## src/design/o2_seq_pkg.sv

```systemverilog
// constants and types for the oxygen trim release sequencer
package o2_seq_pkg;
   localparam int CLK_PERIOD_NS = 8;
   localparam int TICK_US = 1000;
   localparam int TICK_CYCLES = (TICK_US * 1000 + CLK_PERIOD_NS - 1) / CLK_PERIOD_NS;
   localparam int HEAT_WAIT_MIN = 10;
   localparam int HEAT_WAIT_TICKS = HEAT_WAIT_MIN * 60 * (1000000 / TICK_US);
   localparam int LOAD_W = 10;
   localparam int TEMP_W = 12;
   localparam int MV_W = 16;
   localparam int CNT_W = 32;
   // load in 0.1 % steps, so 5 % absolute is 50
   localparam logic [9:0] LOAD_HYST = 10'h032;
   localparam logic [11:0] SENSOR_OPER_TEMP = 12'h2bc;
   localparam logic [11:0] SENSOR_WARM_TEMP = 12'h2b2;
   localparam logic [7:0] PHASE_IGN_A = 8'h32;
   localparam logic [7:0] PHASE_IGN_B = 8'h36;
   localparam logic [7:0] PHASE_OPER = 8'h3c;
   localparam logic [7:0] RELEASE_TAU_MULT = 8'h04;
   localparam logic [2:0] MODE_MANUAL_OFF = 3'h0;
   localparam logic [2:0] MODE_ALARM_ONLY = 3'h1;
   localparam logic [2:0] MODE_TRIM_AND_ALARM = 3'h2;
   localparam logic [2:0] MODE_AUTO_DEACTIVATING = 3'h3;
   localparam logic [2:0] MODE_AUTO_DEACTIVATED = 3'h4;
   localparam logic [1:0] START_STANDARD = 2'h0;
   localparam logic [1:0] START_LOAD_COMP = 2'h1;
   localparam logic [1:0] START_POS_COMP = 2'h2;
   localparam logic [1:0] START_POS_UNCOMP = 2'h3;
   typedef enum logic [2:0] {S_IDLE, S_START_LOCK, S_PHASE_LOCK, S_INIT_WAIT,
                             S_RELEASED, S_HOLD} seq_state_t;
   typedef enum logic [1:0] {H_COLD, H_SOAK, H_READY} heat_state_t;
endpackage : o2_seq_pkg

```

## src/design/o2_trim_release_sequencer.sv

```systemverilog
// oxygen trim and alarm activation, locking and release sequencer
`timescale 1ns/1ns
module o2_trim_release_sequencer
   import o2_seq_pkg::*;
#(
   parameter int TICK_CYC = TICK_CYCLES,
   parameter int HEAT_TICKS = HEAT_WAIT_TICKS
)
(
   input wire logic CLK_IN,
   input wire logic RST_B_IN,
   input wire logic FUEL_OIL_IN,
   input wire logic [LOAD_W-1:0] LOAD_IN,
   input wire logic [LOAD_W-1:0] LOWFIRE_ADAPT_POINT_GAS_IN,
   input wire logic [LOAD_W-1:0] LOWFIRE_ADAPT_POINT_OIL_IN,
   input wire logic [LOAD_W-1:0] TRIM_LOAD_THRESHOLD_GAS_IN,
   input wire logic [LOAD_W-1:0] TRIM_LOAD_THRESHOLD_OIL_IN,
   input wire logic [2:0] OXYGEN_OPERATING_MODE_IN,
   input wire logic [1:0] START_MODE_IN,
   input wire logic [TEMP_W-1:0] SENSOR_TEMP_IN,
   input wire logic SENSOR_TEST_OK_IN,
   input wire logic POWER_RESTORED_IN,
   input wire logic [7:0] PHASE_IN,
   input wire logic [7:0] LOCK_TIME_CONSTANT_MULTIPLE_IN,
   input wire logic [15:0] TAU_LOWFIRE_IN,
   input wire logic O2_BELOW_SETPOINT_IN,
   input wire logic AIR_AT_LIMIT_IN,
   input wire logic signed [MV_W-1:0] START_VALUE_IN,
   input wire logic signed [TEMP_W-1:0] SUPPLY_AIR_TEMP_IN,
   input wire logic signed [TEMP_W-1:0] ADJUSTMENT_AIR_TEMPERATURE_IN,
   input wire logic signed [3:0] TEMP_GAIN_IN,
   input wire logic signed [MV_W-1:0] MANIPULATED_VALUE_OFFSET_GAS_IN,
   input wire logic signed [MV_W-1:0] MANIPULATED_VALUE_OFFSET_OIL_IN,
   input wire logic signed [MV_W-1:0] INITIALIZATION_OFFSET_GAS_IN,
   input wire logic signed [MV_W-1:0] INITIALIZATION_OFFSET_OIL_IN,
   output logic STARTUP_ALLOWED_OUT,
   output logic SENSOR_READY_OUT,
   output logic TRIM_ACTIVE_OUT,
   output logic TRIM_LOCKED_OUT,
   output logic ALARM_ACTIVE_OUT,
   output logic CURVE_ONLY_OUT,
   output logic TRIM_INIT_OUT,
   output logic signed [MV_W-1:0] TRIM_INIT_VALUE_OUT,
   output logic USE_IGNITION_POSITIONS_OUT,
   output logic AIR_ABOVE_CURVE_OUT,
   output logic FUEL_ADJUST_OUT
);
   seq_state_t state;
   heat_state_t heat;
   logic [31:0] prescale;
   logic tick;
   logic first_cycle;
   logic load_inhibit;
   logic was_oper;
   logic lock_start;
   logic lock_abort;
   logic [CNT_W-1:0] lock_count;
   logic lock_busy;
   logic lock_done;
   logic soak_start;
   logic soak_busy;
   logic soak_done;
   logic [LOAD_W-1:0] low_pt;
   logic [LOAD_W-1:0] thr;
   logic [LOAD_W-1:0] gate;
   logic [LOAD_W:0] reenable;
   logic trim_mode;
   logic alarm_mode;
   logic [1:0] eff_start;
   logic running;
   logic entering_oper;
   logic sensor_hot;
   logic trim_allowed;
   logic next_init;
   logic signed [MV_W-1:0] next_init_value;
   logic signed [MV_W-1:0] mv_offset;
   logic signed [MV_W-1:0] init_offset;
   logic signed [MV_W-1:0] comp_value;

   if (TICK_CYC < 1 || HEAT_TICKS < 1)
   begin : bad_counts
      $error("tick and soak counts must be positive");
   end

   function automatic logic [LOAD_W-1:0] pick_load(input logic oil,
      input logic [LOAD_W-1:0] gas_v, input logic [LOAD_W-1:0] oil_v);
      pick_load = oil ? oil_v : gas_v;
   endfunction : pick_load

   function automatic logic signed [MV_W-1:0] pick_mv(input logic oil,
      input logic signed [MV_W-1:0] gas_v, input logic signed [MV_W-1:0] oil_v);
      pick_mv = oil ? oil_v : gas_v;
   endfunction : pick_mv

   function automatic logic is_ign_phase(input logic [7:0] ph);
      is_ign_phase = (ph == PHASE_IGN_A) || (ph == PHASE_IGN_B);
   endfunction : is_ign_phase

   // per-fuel selection of thresholds and offsets
   assign low_pt = pick_load(FUEL_OIL_IN, LOWFIRE_ADAPT_POINT_GAS_IN, LOWFIRE_ADAPT_POINT_OIL_IN);
   assign thr = pick_load(FUEL_OIL_IN, TRIM_LOAD_THRESHOLD_GAS_IN, TRIM_LOAD_THRESHOLD_OIL_IN);
   assign mv_offset = pick_mv(FUEL_OIL_IN, MANIPULATED_VALUE_OFFSET_GAS_IN,
      MANIPULATED_VALUE_OFFSET_OIL_IN);
   assign init_offset = pick_mv(FUEL_OIL_IN, INITIALIZATION_OFFSET_GAS_IN,
      INITIALIZATION_OFFSET_OIL_IN);

   // the higher of the two thresholds governs both drop-out and return
   assign gate = (low_pt > thr) ? low_pt : thr;
   assign reenable = {1'b0, gate} + {1'b0, LOAD_HYST};

   assign trim_mode = (OXYGEN_OPERATING_MODE_IN == MODE_TRIM_AND_ALARM) ||
      (OXYGEN_OPERATING_MODE_IN == MODE_AUTO_DEACTIVATING);
   assign alarm_mode = trim_mode || (OXYGEN_OPERATING_MODE_IN == MODE_ALARM_ONLY);
   assign eff_start = trim_mode ? START_MODE_IN : START_STANDARD;
   assign running = (PHASE_IN >= PHASE_IGN_A);
   assign entering_oper = (PHASE_IN == PHASE_OPER) && !was_oper;
   assign sensor_hot = (SENSOR_TEMP_IN >= SENSOR_OPER_TEMP);

   // auto-deactivating mode waits for heat and sensor test before trimming
   assign trim_allowed = (OXYGEN_OPERATING_MODE_IN == MODE_AUTO_DEACTIVATING) ?
      (SENSOR_READY_OUT && SENSOR_TEST_OK_IN) : (OXYGEN_OPERATING_MODE_IN == MODE_TRIM_AND_ALARM);

   // narrow gain keeps the product inside the 16-bit manipulated value
   assign comp_value = MV_W'((SUPPLY_AIR_TEMP_IN - ADJUSTMENT_AIR_TEMPERATURE_IN) * TEMP_GAIN_IN);

   // common tick for every interval
   always_ff @(posedge CLK_IN)
   begin
      if (!RST_B_IN || prescale >= 32'(TICK_CYC - 1))
         prescale <= '0;
      else
         prescale <= prescale + 32'h00000001;
   end
   assign tick = (prescale == 32'(TICK_CYC - 1));

   always_ff @(posedge CLK_IN)
   begin
      if (!RST_B_IN)
      begin
         first_cycle <= 1'b1;
         was_oper <= 1'b0;
      end
      else
      begin
         first_cycle <= 1'b0;
         was_oper <= (PHASE_IN == PHASE_OPER);
      end
   end

   // load gate with hysteresis on the way back up
   always_ff @(posedge CLK_IN)
   begin
      if (!RST_B_IN)
         load_inhibit <= 1'b1;
      else if (LOAD_IN < gate)
         load_inhibit <= 1'b1;
      else if ({1'b0, LOAD_IN} >= reenable)
         load_inhibit <= 1'b0;
   end

   // sensor heat-up; warm-restart temperature sampled one edge after release
   always_ff @(posedge CLK_IN)
   begin
      if (!RST_B_IN)
         heat <= H_COLD;
      else if (first_cycle)
         heat <= (POWER_RESTORED_IN && SENSOR_TEMP_IN > SENSOR_WARM_TEMP) ? H_READY : H_COLD;
      else
      begin
         case (heat)
            H_COLD: if (sensor_hot) heat <= H_SOAK;
            H_SOAK:
            begin
               if (!sensor_hot)
                  heat <= H_COLD;
               else if (soak_done)
                  heat <= H_READY;
            end
            H_READY: heat <= H_READY;
            default: heat <= H_COLD;
         endcase
      end
   end
   assign soak_start = (heat == H_COLD) && sensor_hot && !first_cycle;

   o2_interval_timer #(.W(CNT_W)) soak_timer (
      .clk(CLK_IN),
      .rst_b(RST_B_IN),
      .tick_in(tick),
      .start_in(soak_start),
      .abort_in(heat != H_SOAK && !soak_start),
      .count_in(CNT_W'(HEAT_TICKS)),
      .busy_out(soak_busy),
      .done_out(soak_done)
   );

   // release sequence
   always_ff @(posedge CLK_IN)
   begin
      if (!RST_B_IN || !running || !alarm_mode)
         state <= S_IDLE;
      else
      begin
         case (state)
            S_IDLE:
            begin
               if (is_ign_phase(PHASE_IN))
                  state <= (eff_start == START_STANDARD) ? S_PHASE_LOCK : S_START_LOCK;
               else if (entering_oper)
                  state <= S_START_LOCK;
            end
            S_PHASE_LOCK:
            begin
               if (entering_oper)
                  state <= S_START_LOCK;
            end
            S_START_LOCK:
            begin
               // special starts may end the lock early on low oxygen
               if (eff_start != START_STANDARD && (lock_done || O2_BELOW_SETPOINT_IN))
                  state <= S_RELEASED;
               else if (eff_start == START_STANDARD && lock_done)
                  state <= S_INIT_WAIT;
            end
            S_INIT_WAIT:
            begin
               if (lock_done)
                  state <= S_RELEASED;
            end
            S_RELEASED:
            begin
               if (load_inhibit)
                  state <= S_HOLD;
            end
            S_HOLD:
            begin
               if (!load_inhibit)
                  state <= S_RELEASED;
            end
            default: state <= S_IDLE;
         endcase
      end
   end

   // lock timer loads multiple x tau, or 4 x tau for the release wait
   always_comb
   begin
      lock_start = 1'b0;
      lock_count = CNT_W'(LOCK_TIME_CONSTANT_MULTIPLE_IN * TAU_LOWFIRE_IN);
      if ((state == S_IDLE || state == S_PHASE_LOCK) && running && alarm_mode)
         lock_start = entering_oper || (is_ign_phase(PHASE_IN) && state == S_IDLE &&
            eff_start != START_STANDARD);
      if (state == S_START_LOCK && eff_start == START_STANDARD && lock_done)
      begin
         lock_start = 1'b1;
         lock_count = CNT_W'(RELEASE_TAU_MULT * TAU_LOWFIRE_IN);
      end
   end
   assign lock_abort = (state == S_RELEASED) || (state == S_HOLD) || !running;

   o2_interval_timer #(.W(CNT_W)) lock_timer (
      .clk(CLK_IN),
      .rst_b(RST_B_IN),
      .tick_in(tick),
      .start_in(lock_start),
      .abort_in(lock_abort && !lock_start),
      .count_in(lock_count),
      .busy_out(lock_busy),
      .done_out(lock_done)
   );

   // initialization requests and their value
   always_comb
   begin
      next_init = 1'b0;
      next_init_value = TRIM_INIT_VALUE_OUT;
      if (state == S_START_LOCK && eff_start == START_STANDARD && lock_done)
      begin
         next_init = 1'b1;
         next_init_value = MV_W'(START_VALUE_IN + mv_offset);
      end
      else if (state == S_IDLE && running && alarm_mode && is_ign_phase(PHASE_IN) &&
         eff_start != START_STANDARD)
      begin
         // a special start initializes here when it enters an ignition phase from idle; going from idle straight to operation skips it
         next_init = 1'b1;
         if (eff_start == START_POS_UNCOMP)
            next_init_value = init_offset;
         else
            next_init_value = MV_W'(comp_value + init_offset);
      end
      else if (state == S_HOLD && !load_inhibit)
      begin
         next_init = 1'b1;
         next_init_value = (eff_start == START_STANDARD) ? MV_W'(START_VALUE_IN + mv_offset) :
            (eff_start == START_POS_UNCOMP) ? init_offset : MV_W'(comp_value + init_offset);
      end
   end

   always_ff @(posedge CLK_IN)
   begin
      if (!RST_B_IN)
      begin
         TRIM_INIT_OUT <= 1'b0;
         TRIM_INIT_VALUE_OUT <= '0;
      end
      else
      begin
         TRIM_INIT_OUT <= next_init;
         TRIM_INIT_VALUE_OUT <= next_init_value;
      end
   end

   // status and actuator steering outputs
   always_ff @(posedge CLK_IN)
   begin
      if (!RST_B_IN)
      begin
         STARTUP_ALLOWED_OUT <= 1'b0;
         SENSOR_READY_OUT <= 1'b0;
         TRIM_ACTIVE_OUT <= 1'b0;
         TRIM_LOCKED_OUT <= 1'b1;
         ALARM_ACTIVE_OUT <= 1'b0;
         CURVE_ONLY_OUT <= 1'b1;
         USE_IGNITION_POSITIONS_OUT <= 1'b1;
         AIR_ABOVE_CURVE_OUT <= 1'b0;
         FUEL_ADJUST_OUT <= 1'b0;
      end
      else
      begin
         SENSOR_READY_OUT <= (heat == H_READY);
         STARTUP_ALLOWED_OUT <= (OXYGEN_OPERATING_MODE_IN == MODE_ALARM_ONLY ||
            OXYGEN_OPERATING_MODE_IN == MODE_TRIM_AND_ALARM) ? (heat == H_READY) : 1'b1;
         TRIM_ACTIVE_OUT <= (state == S_RELEASED) && !load_inhibit && trim_allowed;
         TRIM_LOCKED_OUT <= (state != S_RELEASED);
         ALARM_ACTIVE_OUT <= alarm_mode && running && !load_inhibit &&
            (OXYGEN_OPERATING_MODE_IN != MODE_AUTO_DEACTIVATING || SENSOR_READY_OUT);
         CURVE_ONLY_OUT <= !trim_allowed || load_inhibit || state == S_IDLE;
         USE_IGNITION_POSITIONS_OUT <= (eff_start != START_LOAD_COMP);
         AIR_ABOVE_CURVE_OUT <= (eff_start != START_STANDARD) && running &&
            !load_inhibit;
         FUEL_ADJUST_OUT <= (eff_start != START_STANDARD) && running && !load_inhibit &&
            AIR_AT_LIMIT_IN;
      end
   end
endmodule : o2_trim_release_sequencer

```

## src/design/o2_interval_timer.sv

```systemverilog
// tick-driven down counter for locking and release intervals
`timescale 1ns/1ns
module o2_interval_timer
   import o2_seq_pkg::*;
#(
   parameter int W = CNT_W
)
(
   input wire logic clk,
   input wire logic rst_b,
   input wire logic tick_in,
   input wire logic start_in,
   input wire logic abort_in,
   input wire logic [W-1:0] count_in,
   output logic busy_out,
   output logic done_out
);
   logic [W-1:0] remain;

   if (W < 8)
   begin : bad_width
      $error("timer width too small");
   end

   always_ff @(posedge clk)
   begin
      if (!rst_b || abort_in)
      begin
         remain <= '0;
         busy_out <= 1'b0;
         done_out <= 1'b0;
      end
      else if (start_in)
      begin
         remain <= count_in;
         busy_out <= 1'b1;
         done_out <= 1'b0;
      end
      else
      begin
         done_out <= 1'b0;
         if (busy_out && tick_in)
         begin
            if (remain <= {{(W-1){1'b0}}, 1'b1})
            begin
               busy_out <= 1'b0;
               done_out <= 1'b1;
            end
            remain <= remain - {{(W-1){1'b0}}, 1'b1};
         end
      end
   end
endmodule : o2_interval_timer

```

## config.mk

```make
export PLATFORM = sky130hd
export DESIGN_NAME = o2_trim_release_sequencer
export DESIGN_NICKNAME = d
export VERILOG_FILES = /design/src/design/o2_seq_pkg.sv /design/src/design/o2_trim_release_sequencer.sv /design/src/design/o2_interval_timer.sv
export SDC_FILE = /design/constraint.sdc
export NUM_CORES = 1
export LEC_CHECK = 0
export BUFFER_PORTS_ARGS = -buffer_cell sky130_fd_sc_hd__buf_2
export CORE_MARGIN = 2
export CORE_UTILIZATION = 45
export DETAILED_ROUTE_END_ITERATION = 12
export GPL_TIMING_DRIVEN = 0
export HOLD_SLACK_MARGIN = 0.03
export PLACE_DENSITY = 0.66
export SYNTH_ARGS = -nofsm -noshare
export SYNTH_HDL_FRONTEND = slang
export SYNTH_SLANG_ARGS = --single-unit
```

## constraint.sdc

```tcl
create_clock -name CLK_IN -period 17.4 [get_ports CLK_IN]
set_input_delay 3.48 -clock CLK_IN [delete_from_list [all_inputs] [get_ports CLK_IN]]
set_output_delay 3.48 -clock CLK_IN [all_outputs]
set_load 0.005 [all_outputs]
```

### Word level (Yosys, flattened, before mapping)

Cells that the tools add are included.

* flip-flop bits (word level): 134
* input port bits: 214
* logic and storage cells: 190

* add/sub/neg operators: 7
* multipliers: 2
* $lt $le $gt $ge: 9
* equal/unequal tests: 25
* multiplexer cells: 47
* bitwise gates (word level): 3
* reduce and logical (&&, ||, !) cells: 73

Operator list (number)
* $mux W16: 7
* $le A32 B1 Y1 const B: 2
* $mux W32: 2
* $sub A32 B1 Y32 const B: 2
* $mux W20: 2
* $add A16 B16 Y16: 2
* $add A32 B1 Y32 const B: 1
* $eq A32 B17 Y1 const B: 1
* $ge A32 B17 Y1 const B: 1
* $logic_and A1 B1 Y1: 30
* $mux W10: 3
* $eq A8 B6 Y1 const B: 3
* $mul A8 B16 Y24: 1
* $mux W24: 1
* $mux W3: 7
* $pmux W3 S6: 1
* $logic_or A1 B1 Y1: 17
* $mul A13 B4 Y16: 1
* $mux W1: 16
* $mux W2: 7
* $sub A12 B12 Y13: 1
* $eq A3 B2 Y1 const B: 4
* $ge A12 B10 Y1 const B: 1
* $gt A12 B10 Y1 const B: 1
* 25 further kinds: 52

### Longest topological paths before layout

Gate-level depths: netlist (run 1).

* word-level depth: 12
* depth in mapped cells: 28
* gate-level depth less buffers: 24

### By module

From an unflattened synthesis (run 1), not the netlist that was laid out.

* cells, all modules: 1899
* area, all modules: 15543.7 um^2

By module, submodules not included
* o2_trim_release_sequencer: instances 1, cells an instance 1459, area each 11872.6 um^2, sequential area each 1321.3 um^2
* o2_interval_timer: instances 2, cells an instance 220, area each 1835.5 um^2, sequential area each 680.7 um^2

### Worst setup path after synthesis (run 1)

OpenSTA, ideal clock, no wires.

* kind: input-to-reg
* start point: input FUEL_OIL_IN
* end point: register load_inhibit
* setup time: 0.079 ns
* data arrival time: 8.159 ns
* required time: 17.321 ns
* slack: 9.162 ns
* stages: 27
* buffers on the path: 6
* cell sequence: buf_2 -> buf_2 -> buf_2 -> buf_2 -> mux2_2 -> ha_1 -> nor2b_1 -> o21a_1 -> o21ai_0 -> a221o_1 -> a21o_1 -> buf_2 -> buf_2 -> o21ai_0 -> inv_1 -> ha_1 -> a31oi_1 -> xor2_1 -> mux2i_1 -> ha_1 -> and3_1 -> a21oi_1 -> o21ai_0 -> o31ai_1 -> a21oi_1 -> o32a_1 -> o211ai_1

* cells in the longest elaborated chain, start to end: 5
* elaborated cells between the ends (all ways): 8

RTL lines
* start: declaration: line o2_trim_release_sequencer.sv:12 `input wire logic FUEL_OIL_IN,`
* $mux W10: line o2_trim_release_sequencer.sv:87 `pick_load = oil ? oil_v : gas_v;`
* $gt A10 B10 Y1: line o2_trim_release_sequencer.sv:108 `assign gate = (low_pt > thr) ? low_pt : thr;`
* $mux W10 (*): line o2_trim_release_sequencer.sv:108
* $add A10 B6 Y11 or $lt A10 B10 Y1 (tied branches): line o2_trim_release_sequencer.sv:109, o2_trim_release_sequencer.sv:155
* $ge A10 B11 Y1 or $reduce_or A2 Y1 (tied branches)
* end signal: assignment: line o2_trim_release_sequencer.sv:154 `load_inhibit <= 1'b1;`
* end signal: assignment: line o2_trim_release_sequencer.sv:156 `load_inhibit <= 1'b1;`
* end signal: assignment: line o2_trim_release_sequencer.sv:158 `load_inhibit <= 1'b0;`
* end: declaration: line o2_trim_release_sequencer.sv:53 `logic load_inhibit;`

Every way passes the cells marked *; elsewhere a longest branch is shown, timed or not.
A chain may end at the register's enable or synchronous reset.

### Worst setup path in the final report (run 1)

* start point: input FUEL_OIL_IN
* end point: register TRIM_INIT_VALUE_OUT[12]

* cells in the longest elaborated chain, start to end: 7
* elaborated cells between the ends (all ways): 9

RTL lines
* $mux W16: line o2_trim_release_sequencer.sv:92 `pick_mv = oil ? oil_v : gas_v;`
* $add A16 B16 Y16: line o2_trim_release_sequencer.sv:290, o2_trim_release_sequencer.sv:296
* $mux W16: line o2_trim_release_sequencer.sv:287, o2_trim_release_sequencer.sv:296
* $mux W16: line o2_trim_release_sequencer.sv:295 `next_init_value = (eff_start == START_STANDARD) ? MV_W'(START_VALUE_IN + mv_offset) :`
* $mux W16: line o2_trim_release_sequencer.sv:292 `else if (state == S_HOLD && !load_inhibit)`
* $mux W16: line o2_trim_release_sequencer.sv:282 `else if (state == S_IDLE && running && alarm_mode && is_ign_phase(PHASE_IN) &&`
* $mux W16 (*): line o2_trim_release_sequencer.sv:277 `if (state == S_START_LOCK && eff_start == START_STANDARD && lock_done)`
* end signal: assignment: line o2_trim_release_sequencer.sv:310 `TRIM_INIT_VALUE_OUT <= next_init_value;`
* end: declaration: line o2_trim_release_sequencer.sv:43 `output logic signed [MV_W-1:0] TRIM_INIT_VALUE_OUT,`

Every way passes the cells marked *; elsewhere a longest branch is shown, timed or not. The select of a mux whose other input is x is not followed.

==> results of run 1 <==
-- power by group through the flow --
stage                     registers [mW]  clock network [mW]  logic, mW
after floorplan                    0.320                   0      0.817
after global placement             0.321                   0       1.03
after detailed placement           0.321                   0       1.05
after CTS                          0.314               0.359       1.06
after global routing               0.315               0.373       1.22
final                              0.314               0.356       1.06
-- final timing paths --
| check | slack [ns] | endpoint | from | cells after the start |
|---|---|---|---|---|
| max | 8.71 | TRIM_INIT_VALUE_OUT[12] | FUEL_OIL_IN | 18 |
| min reg2reg | 0.45 | prescale[0] | prescale[0] | 1 |
| min | 0.45 | prescale[0] | prescale[0] | 1 |
| max reg2reg | 14.64 | lock_timer.remain[30] | prescale[0] | 9 |
-- logic make-up after synthesis --
kind of cell,count (synthesis),synth area share
XOR/XNOR,122,0.0697
multiplexers,68,0.0480
flip-flops,134,0.175
AO/OA/AOI/OAI,344,0.143
AND/OR/NAND/NOR,667,0.222
adder cells (fa/ha/maj),262,0.275
buffers and inverters,266,0.0672
other,1,0.000244
-- per-layer routing --
layer  vias to the layer above  part of all wire  track usage
met5                         -           0.00031            0
met4                         2             0.020       0.0616
met3                        61             0.053       0.0395
met2                       398              0.50        0.429
met1                      6630              0.43        0.295
li1                       6813                 -            -
-- critical path: cells and delay by family --
kind,cells,cell delay (ns)
buffers and inverters,5,1.31
adders and majority gates,4,1.82
AOI/OAI and AO/OA,6,1.72
and+or+nand+nor,1,0.08
muxes,1,0.44
xor gates and xnor gates,1,0.19
-- stage by stage --
stage / std cells / setup slack [ns] / total power [mW] / util / hold slack (ns)
after detailed placement: 2551 / 8.27 / 1.38 / 0.509 / 0.453
final: 2582 / 8.71 / 1.73 / 0.527 / 0.455
after floorplan: 1878 / 9.16 / 1.14 / - / 0.413
after CTS: 2581 / 8.71 / 1.74 / 0.527 / 0.461
after global placement: 2551 / 8.34 / 1.35 / 0.509 / 0.426
after global routing: 2581 / 8.31 / 1.91 / 0.527 / 0.497
-- flip-flops by register name, summed over array words and instances (netlist names), 2 cells and up --
| name | flops |
|---|---|
| prescale | 32 |
| lock_timer.remain | 32 |
| state | 3 |
| soak_timer.remain | 32 |
| TRIM_INIT_VALUE_OUT | 16 |
| heat | 2 |
-- placed cells by master (no fill, tap or decap), types with 67 or more instances in the layout --
master,Yosys,final
a21oi_1,91,91
and2_1,96,96
buf_2,11,236
dfxtp_1,134,134
fa_1,125,125
ha_1,137,137
inv_1,198,198
nand2_1,186,186
nor2_1,149,149
o21ai_0,80,80
xnor2_1,67,67
-- final cells by class --
class	count	area share
flip-flops and latches	134	0.152
well taps	448	0.0317
repair buffers	225	0.0637
clock buffers	22	0.0274
inverters	198	0.0421
plain buffers	68	0.0163
clock inverters	8	0.00560
multi-input cells	1478	0.661
diodes	1	0.000142
==> impl_metrics.tcl, run 1 <==
set metrics [dict create \
    yosysMostFrequentCell "inv_1" \
    gr-total-overflow 0 \
    antenna_left 0 \
    syn_to_final_growth_pct 15.2 \
    synth_cells 1864 \
    regArea_sq_um 2680 \
    drc 0 \
    crit_path_end_kind "register" \
    switching_share 0.425 \
    crit_type "in -> reg" \
    io_pins 240 \
    finalMaxSlewViolations 0 \
    path_max_fanout 10 \
    p_leak_nw 8.38 \
    die_x_um 189 \
    track_usage 0.239 \
    ys.flop_type "dfxtp_1" \
    cts-resized-gates 0 \
    max_freq_ghz 0.115 \
    internal_power_mw 0.996 \
    maxCapViolCount 0 \
    die_area_sq_um 35600 \
    synth-edff-count 0 \
    required_ns 17.75 \
    worstSetupStartpointType "input pin" \
    synth_area_sq_um 15300 \
    peakVddDrop_uv 82.8 \
    yosys_warnings 0 \
    worst_slew_pin_slew_ns 1.09 \
    via_count 13900 \
    portBuffers 225 \
    grt_pass1_vias 14300 \
    cts-htree-levels 4 \
    fin_setup_tns_ns 0 \
    cts_buffers 17 \
    p_sw_mw 0.736 \
    yosysSeqAreaShare 0.175 \
    grt_max_degree 17 \
    cts_tree "built" \
    fin_skew_ns 0.00944 \
    cts_sinks 134 \
    layout-drive-gt1-share 0.159 \
    yosys.area.top_type "dfxtp_1" \
    power.density_nw_per_um2 98.1 \
    setup_violations 0 \
    synthArstFlopShare 0 \
    synth_common_cells "inv_1, nand2_1, nor2_1" \
    synthTopCellsByArea "dfxtp_1, fa_1, ha_1" \
    hpwl_um 34300 \
    p_seq_frac 0.181 \
    rsz0062_at_grt "false" \
    avgSynthCellArea_sq_um 8.23 \
    clk_latency_ns 0.42 \
    cts_hold_buf 0 \
    synth_seq_cells 134 \
    p_clk_frac 0.205 \
    die_h_um 189 \
    status "completed" \
    wirelength_um 41400 \
    slowest_delay_ns 0.61 \
    arrival_ns 9.04 \
    yosysTopAreaCellShare 0.175 \
    grt_pass1_wl_um 69300 \
    clock_path_buffers 2 \
    placed_area_sq_um 17100 \
    post-cts-setup-buffers 0 \
    layout_min_cycle_time_ns 8.69 \
    rows 67 \
    avgViaCountPerCell 5.38 \
    hp-class "reg -> reg" \
    cts_root_buf "clkbuf_16" \
    nFillCells 3275 \
    drt_pass1_iterations 5 \
    multi_input_area_sq_um 11700 \
    fp.coreArea_sq_um 33500 \
    antenna_found_initial 1 \
    synth.distinct_cells 82 \
    period_share 0.500 \
    finalWeightedCongestion 0.919 \
    drt-initial-drc-count 600 \
    comb_power_share 0.613 \
    design_area_sq_um 17700 \
    slowest_stage "fa_1" \
    wl_per_cell_um 16.0 \
    path_clk_slew_ns 0.05 \
    final_nets 2598 \
    finalHoldViolCount 0 \
    max-slew-margin-rel 0.264 \
    path_cells "buf_2 -> buf_2 -> buf_2 -> buf_2 -> mux2_2 -> fa_1 -> inv_1 -> fa_1 -> fa_1 -> fa_1 -> nor2b_1 -> o31a_1 -> o41ai_1 -> o221ai_1 -> xnor2_1 -> a211oi_1 -> a21oi_1 -> a21oi_1" \
    start_util 0.457 \
]
No activity file was read; power rests on OpenSTA's default activity.
==> run 2, diff against run 1 <==
--- a/config.mk
+++ b/config.mk
@@ -5,13 +5,14 @@
 export SDC_FILE = /design/constraint.sdc
 export NUM_CORES = 1
 export LEC_CHECK = 0
+export ABC_AREA = 1
 export BUFFER_PORTS_ARGS = -buffer_cell sky130_fd_sc_hd__buf_2
 export CORE_MARGIN = 2
 export CORE_UTILIZATION = 45
 export DETAILED_ROUTE_END_ITERATION = 12
 export GPL_TIMING_DRIVEN = 0
 export HOLD_SLACK_MARGIN = 0.03
-export PLACE_DENSITY = 0.66
+export PLACE_DENSITY = 0.65
 export SYNTH_ARGS = -nofsm -noshare
 export SYNTH_HDL_FRONTEND = slang
 export SYNTH_SLANG_ARGS = --single-unit
==> constraint.sdc (replaced) <==
create_clock -name CLK_IN -period 8 [get_ports CLK_IN]
set_input_delay 1.6 -clock CLK_IN [delete_from_list [all_inputs] [get_ports CLK_IN]]
set_output_delay 1.6 -clock CLK_IN [all_outputs]
set_load 0.005 [all_outputs]
==> impl_metrics.tcl, run 2 <==
set metrics [dict create \
    io_pins 240 \
    finalWeightedCongestion 0.976 \
    period_share 0.825 \
    crit_path_end_kind "register" \
    avgViaCountPerCell 5.12 \
    layout-drive-gt1-share 0.130 \
    slowest_stage "fa_1" \
    dp.cells 3165 \
    portBuffers 213 \
    maxCapViolCount 0 \
    clock_path_buffers 2 \
    start_util 0.454 \
    cts-resized-gates 0 \
    layout_common_cells "nand2_1, inv_1, nor2_1" \
    setup_violations 0 \
    fp.coreArea_sq_um 36300 \
    avgSynthCellArea_sq_um 6.69 \
    die_h_um 196 \
    finalHoldViolCount 0 \
    final_nets 3192 \
    syn_to_final_growth_pct 14.1 \
    slowest_delay_ns 0.55 \
    max-slew-margin-rel 0.378 \
    synth_common_cells "nand2_1, inv_1, nor2_1" \
    yosysMostFrequentCell "nand2_1" \
    max_freq_ghz 0.152 \
    power.density_nw_per_um2 208 \
    track_usage 0.255 \
    via_count 16400 \
    path_depth 28 \
    hp-class "reg -> reg" \
    path_clk_slew_ns 0.07 \
    cts-htree-levels 4 \
    design_area_sq_um 18800 \
    required_ns 8.38 \
    cts_buffers 17 \
    finalPower_mw 3.92 \
    utilization 0.518 \
    fin_cells 3197 \
    path_buf_inv 4 \
    largestRegisters "lock_timer.remain: 32 flops, prescale: 32 flops, soak_timer.remain: 32 flops" \
    fin_setup_tns_ns 0 \
    worst_slew_pin_slew_ns 0.926 \
    status "completed" \
    drt-initial-drc-count 928 \
    multi_input_area_sq_um 11900 \
    worstSetupStartpointType "input pin" \
    synth_area_sq_um 16500 \
    final_common_cell "nand2_1" \
    rows 70 \
    hold_slack_ns 0.451 \
    yosys_warnings 0 \
    hold_depth 1 \
    crit_type "in -> reg" \
    synth-edff-count 0 \
    synth_seq_cells 134 \
    drt_pass1_iterations 5 \
    synthArstFlopShare 0 \
    synthTopCellsByArea "dfxtp_1, fa_1, nand2_1" \
    wl_per_cell_um 14.9 \
    p_leak_nw 10.2 \
    yosys.area.top_type "dfxtp_1" \
    yosysSeqAreaShare 0.162 \
    post-cts-setup-buffers 0 \
    dp_slack_ns 0.949 \
    grt_max_degree 17 \
    placed_area_sq_um 18200 \
    gr-total-overflow 0 \
    grt_pass1_wl_um 79300 \
    drc 0 \
    cts_hold_buf 0 \
    peakVddDrop_uv 116 \
    fin_skew_ns 0.0153 \
    cts_tree "built" \
    clk_latency_ns 0.43 \
    antenna_found_initial 2 \
    grt_pass1_vias 16400 \
    path_max_fanout 7 \
    finalMaxSlewViolations 0 \
    cts_sinks 134 \
    nFillCells 3695 \
    layout_min_cycle_time_ns 6.60 \
    regArea_sq_um 2680 \
    arrival_ns 6.98 \
    die_x_um 196 \
    finalWorstSetupSlack_ns 1.40 \
    cpLargestDelayFamily "adder cells" \
    ys.flop_type "dfxtp_1" \
    wirelength_um 47500 \
    synth_cells 2470 \
    antenna_left 0 \
    die_area_sq_um 38300 \
    antenna_cells 0 \
    yosysTopAreaCellShare 0.162 \
    hpwl_um 40500 \
    cts_root_buf "clkbuf_16" \
    rsz0062_at_grt "false" \
    reg2reg_depth 13 \
    synth.distinct_cells 68 \
]
==> run 2: logic make-up after synthesis <==
group           share of synthesized area
xor+xnor                           0.0376
simple gates                        0.296
buf+inv                             0.123
fa+ha+maj                           0.255
flops                               0.162
mux                               0.00424
other cells                      0.000227
compound gates                      0.121
==> run 2: layout make-up <==
class / count / share of cell area
Sequential cell: 134 / 0.142
Timing Repair Buffer: 213 / 0.0566
Clock buffer: 17 / 0.0226
Tap cell: 468 / 0.0311
Clock inverter: 15 / 0.0104
Buffer: 70 / 0.0164
Multi-Input combinational cell: 1821 / 0.629
Inverter: 459 / 0.0914
==> run 2: power by group <==
part	leakage, nW	switching [mW]	total, mW	internal [mW]
clock	0.297	0.326	0.824	0.498
sequential	1.09	0.00800	0.686	0.678
combinational	8.78	1.52	2.41	0.895
==> run 2: final timing paths <==
path / from / end / slack [ns]
setup / recovery: SUPPLY_AIR_TEMP_IN[0] / TRIM_INIT_VALUE_OUT[14] / 1.40
hold / removal: prescale[0] / prescale[0] / 0.45
setup reg to reg: prescale[18] / lock_timer.remain[21] / 5.65
hold reg to reg: prescale[0] / prescale[0] / 0.45
==> run 2: worst register-to-register path: cells and delay by family, from the launching register on <==
family	cells	cell delay, ns
simple gates	9	1.51
flops	1	0.29
buf+inv	2	0.29
compound gates	2	0.17
==> run 2: layer usage <==
| layer | wire length, um | track usage | vias up | part of all wire |
|---|---|---|---|---|
| met2 | 23600 | 0.467 | 429 | 0.50 |
| met4 | 1020 | 0.0676 | 4 | 0.022 |
| li1 | - | - | 8272 | - |
| met5 | 27 | 0 | - | 0.00057 |
| met1 | 20700 | 0.313 | 7591 | 0.44 |
| met3 | 2210 | 0.0356 | 71 | 0.046 |
==> run 3, diff against run 2 <==
--- a/config.mk
+++ b/config.mk
@@ -12,7 +12,7 @@
 export DETAILED_ROUTE_END_ITERATION = 12
 export GPL_TIMING_DRIVEN = 0
 export HOLD_SLACK_MARGIN = 0.03
-export PLACE_DENSITY = 0.65
+export PLACE_DENSITY = 0.68
 export SYNTH_ARGS = -nofsm -noshare
 export SYNTH_HDL_FRONTEND = slang
 export SYNTH_SLANG_ARGS = --single-unit
==> constraint.sdc (replaced) <==
create_clock -name CLK_IN -period 6 [get_ports CLK_IN]
set_input_delay 1.2 -clock CLK_IN [delete_from_list [all_inputs] [get_ports CLK_IN]]
set_output_delay 1.2 -clock CLK_IN [all_outputs]
set_load 0.005 [all_outputs]
==> impl_metrics.tcl, run 3 (synthesis gave the netlist of run 2 again) <==
set metrics [dict create \
    path_max_fanout 4 \
    track_usage 0.257 \
    fin_cells 3199 \
    die_area_sq_um 38300 \
    layout_min_cycle_time_ns 5.70 \
    max-slew-margin-rel 0.495 \
    antenna_left 0 \
    setup_violations 0 \
    worstSetupStartpointType "input pin" \
    grt_pass1_wl_um 79700 \
    cts_buffers 17 \
    cts_sinks 134 \
    fp.coreArea_sq_um 36300 \
    cts_tree "built" \
    drc 0 \
    final_common_cell "nand2_1" \
    arrival_ns 6.02 \
    cts_hold_buf 0 \
    grt_pass1_vias 16400 \
    finalWeightedCongestion 1.01 \
    maxCapViolCount 0 \
    start_util 0.454 \
    drt-initial-drc-count 979 \
    largestRegisters "lock_timer.remain: 32 flops, prescale: 32 flops, soak_timer.remain: 32 flops" \
    portBuffers 213 \
    wl_per_cell_um 15.1 \
    clock_path_buffers 2 \
    gr-total-overflow 0 \
    avgViaCountPerCell 5.21 \
    cts_root_buf "clkbuf_16" \
    rsz0062_at_grt "false" \
    finalHoldViolCount 0 \
    slowest_delay_ns 0.56 \
    nFillCells 3592 \
    syn_to_final_growth_pct 14.4 \
    drt_pass1_iterations 6 \
    clk_latency_ns 0.43 \
    worst_slew_pin_slew_ns 0.752 \
    utilization 0.520 \
    die_h_um 196 \
    max_freq_ghz 0.176 \
    hp-class "reg -> reg" \
    dp.cells 3165 \
    wirelength_um 48300 \
    cts-htree-levels 4 \
    finalMaxSlewViolations 0 \
    hpwl_um 40900 \
    grt_max_degree 17 \
    layout_common_cells "nand2_1, inv_1, nor2_1" \
    regArea_sq_um 2680 \
    rows 70 \
    multi_input_area_sq_um 11900 \
    io_pins 240 \
    period_share 0.949 \
    peakVddDrop_uv 154 \
    status "completed" \
    final_nets 3193 \
    critical_path.most_common_cell "inv_1" \
    layout-drive-gt1-share 0.139 \
    die_x_um 196 \
    fin_skew_ns 0.0159 \
    crit_path_end_kind "register" \
    power.density_nw_per_um2 274 \
    p_leak_nw 10.2 \
    via_count 16700 \
    crit_type "in -> reg" \
    path_clk_slew_ns 0.07 \
    required_ns 6.33 \
    antenna_found_initial 1 \
    slowest_stage "fa_1" \
]
==> run 3: changes by cell type in the layout (fill, tap and decap cells not counted), sizes merged <==
cell,before,now
inv,461,469
clkinv,8,3
bufinv,3,0
buf,232,233
diode,0,1
==> run 3: per-stage QoR <==
step	setup slack (ns)	setup TNS (ns)	area [sq um]	power (mW)	hold slack (ns)
6_report	0.303	0	18900	5.18	0.450
3_5_place_dp	-0.535	-3.36	18200	4.11	0.438
3_3_place_gp	-0.488	-2.86	18200	4.09	0.431
4_1_cts	0.0914	0	18800	5.16	0.453
2_1_floorplan	0.134	0	16600	3.36	0.418
5_1_grt	0.0000369	0	18900	5.76	0.473
==> run 3: repair_timing <==
item,in CTS,in global routing
pin swaps,0,1
setup buffers,0,1
setup endpoints to repair,2,14
cloned,0,0
gates resized for setup,2,35
==> run 3: worst max-delay path: cells and delay by family <==
| family | cells | cell delay (ns) |
|---|---|---|
| buffers and inverters | 6 | 0.36 |
| and+or+nand+nor | 4 | 0.44 |
| adders and majority gates | 6 | 2.48 |
| AOI/OAI and AO/OA | 7 | 1.24 |
| xor gates and xnor gates | 2 | 0.28 |
==> run 3: final cells by class <==
type                            count  share of cell area
Tap cell                          468              0.0310
Clock buffer                       17              0.0225
Inverter                          459              0.0912
Clock inverter                     15             0.00762
Sequential cell                   134               0.142
Timing Repair Buffer              214              0.0568
Buffer                             70              0.0170
Antenna cell                        1            0.000132
Multi-Input combinational cell   1821               0.632
==> run 3: worst paths after layout <==
| kind | from | end | slack, ns | depth (start not counted) |
|---|---|---|---|---|
| worst max-delay path | SUPPLY_AIR_TEMP_IN[0] | TRIM_INIT_VALUE_OUT[10] | 0.30 | 25 |
| worst max register to register | lock_timer.remain[0] | lock_timer.remain[30] | 3.58 | 14 |
| worst min-delay path | prescale[0] | prescale[0] | 0.45 | 1 |
| worst min register to register | prescale[0] | prescale[0] | 0.45 | 1 |
==> run 3: routing by layer <==
layer  wire length, um  global-route usage  vias to the layer above
met2             23900               0.460                      512
met3              2730              0.0309                       66
met4              1150              0.0707                        0
li1                  -                   -                     8260
met1             20500               0.325                     7842
met5                 0                   0                        -
==> run 3: power by group <==
part | switching, mW | internal, mW
Clock | 0.463 | 0.554
Sequential | 0.0102 | 0.903
Combinational | 2.04 | 1.21
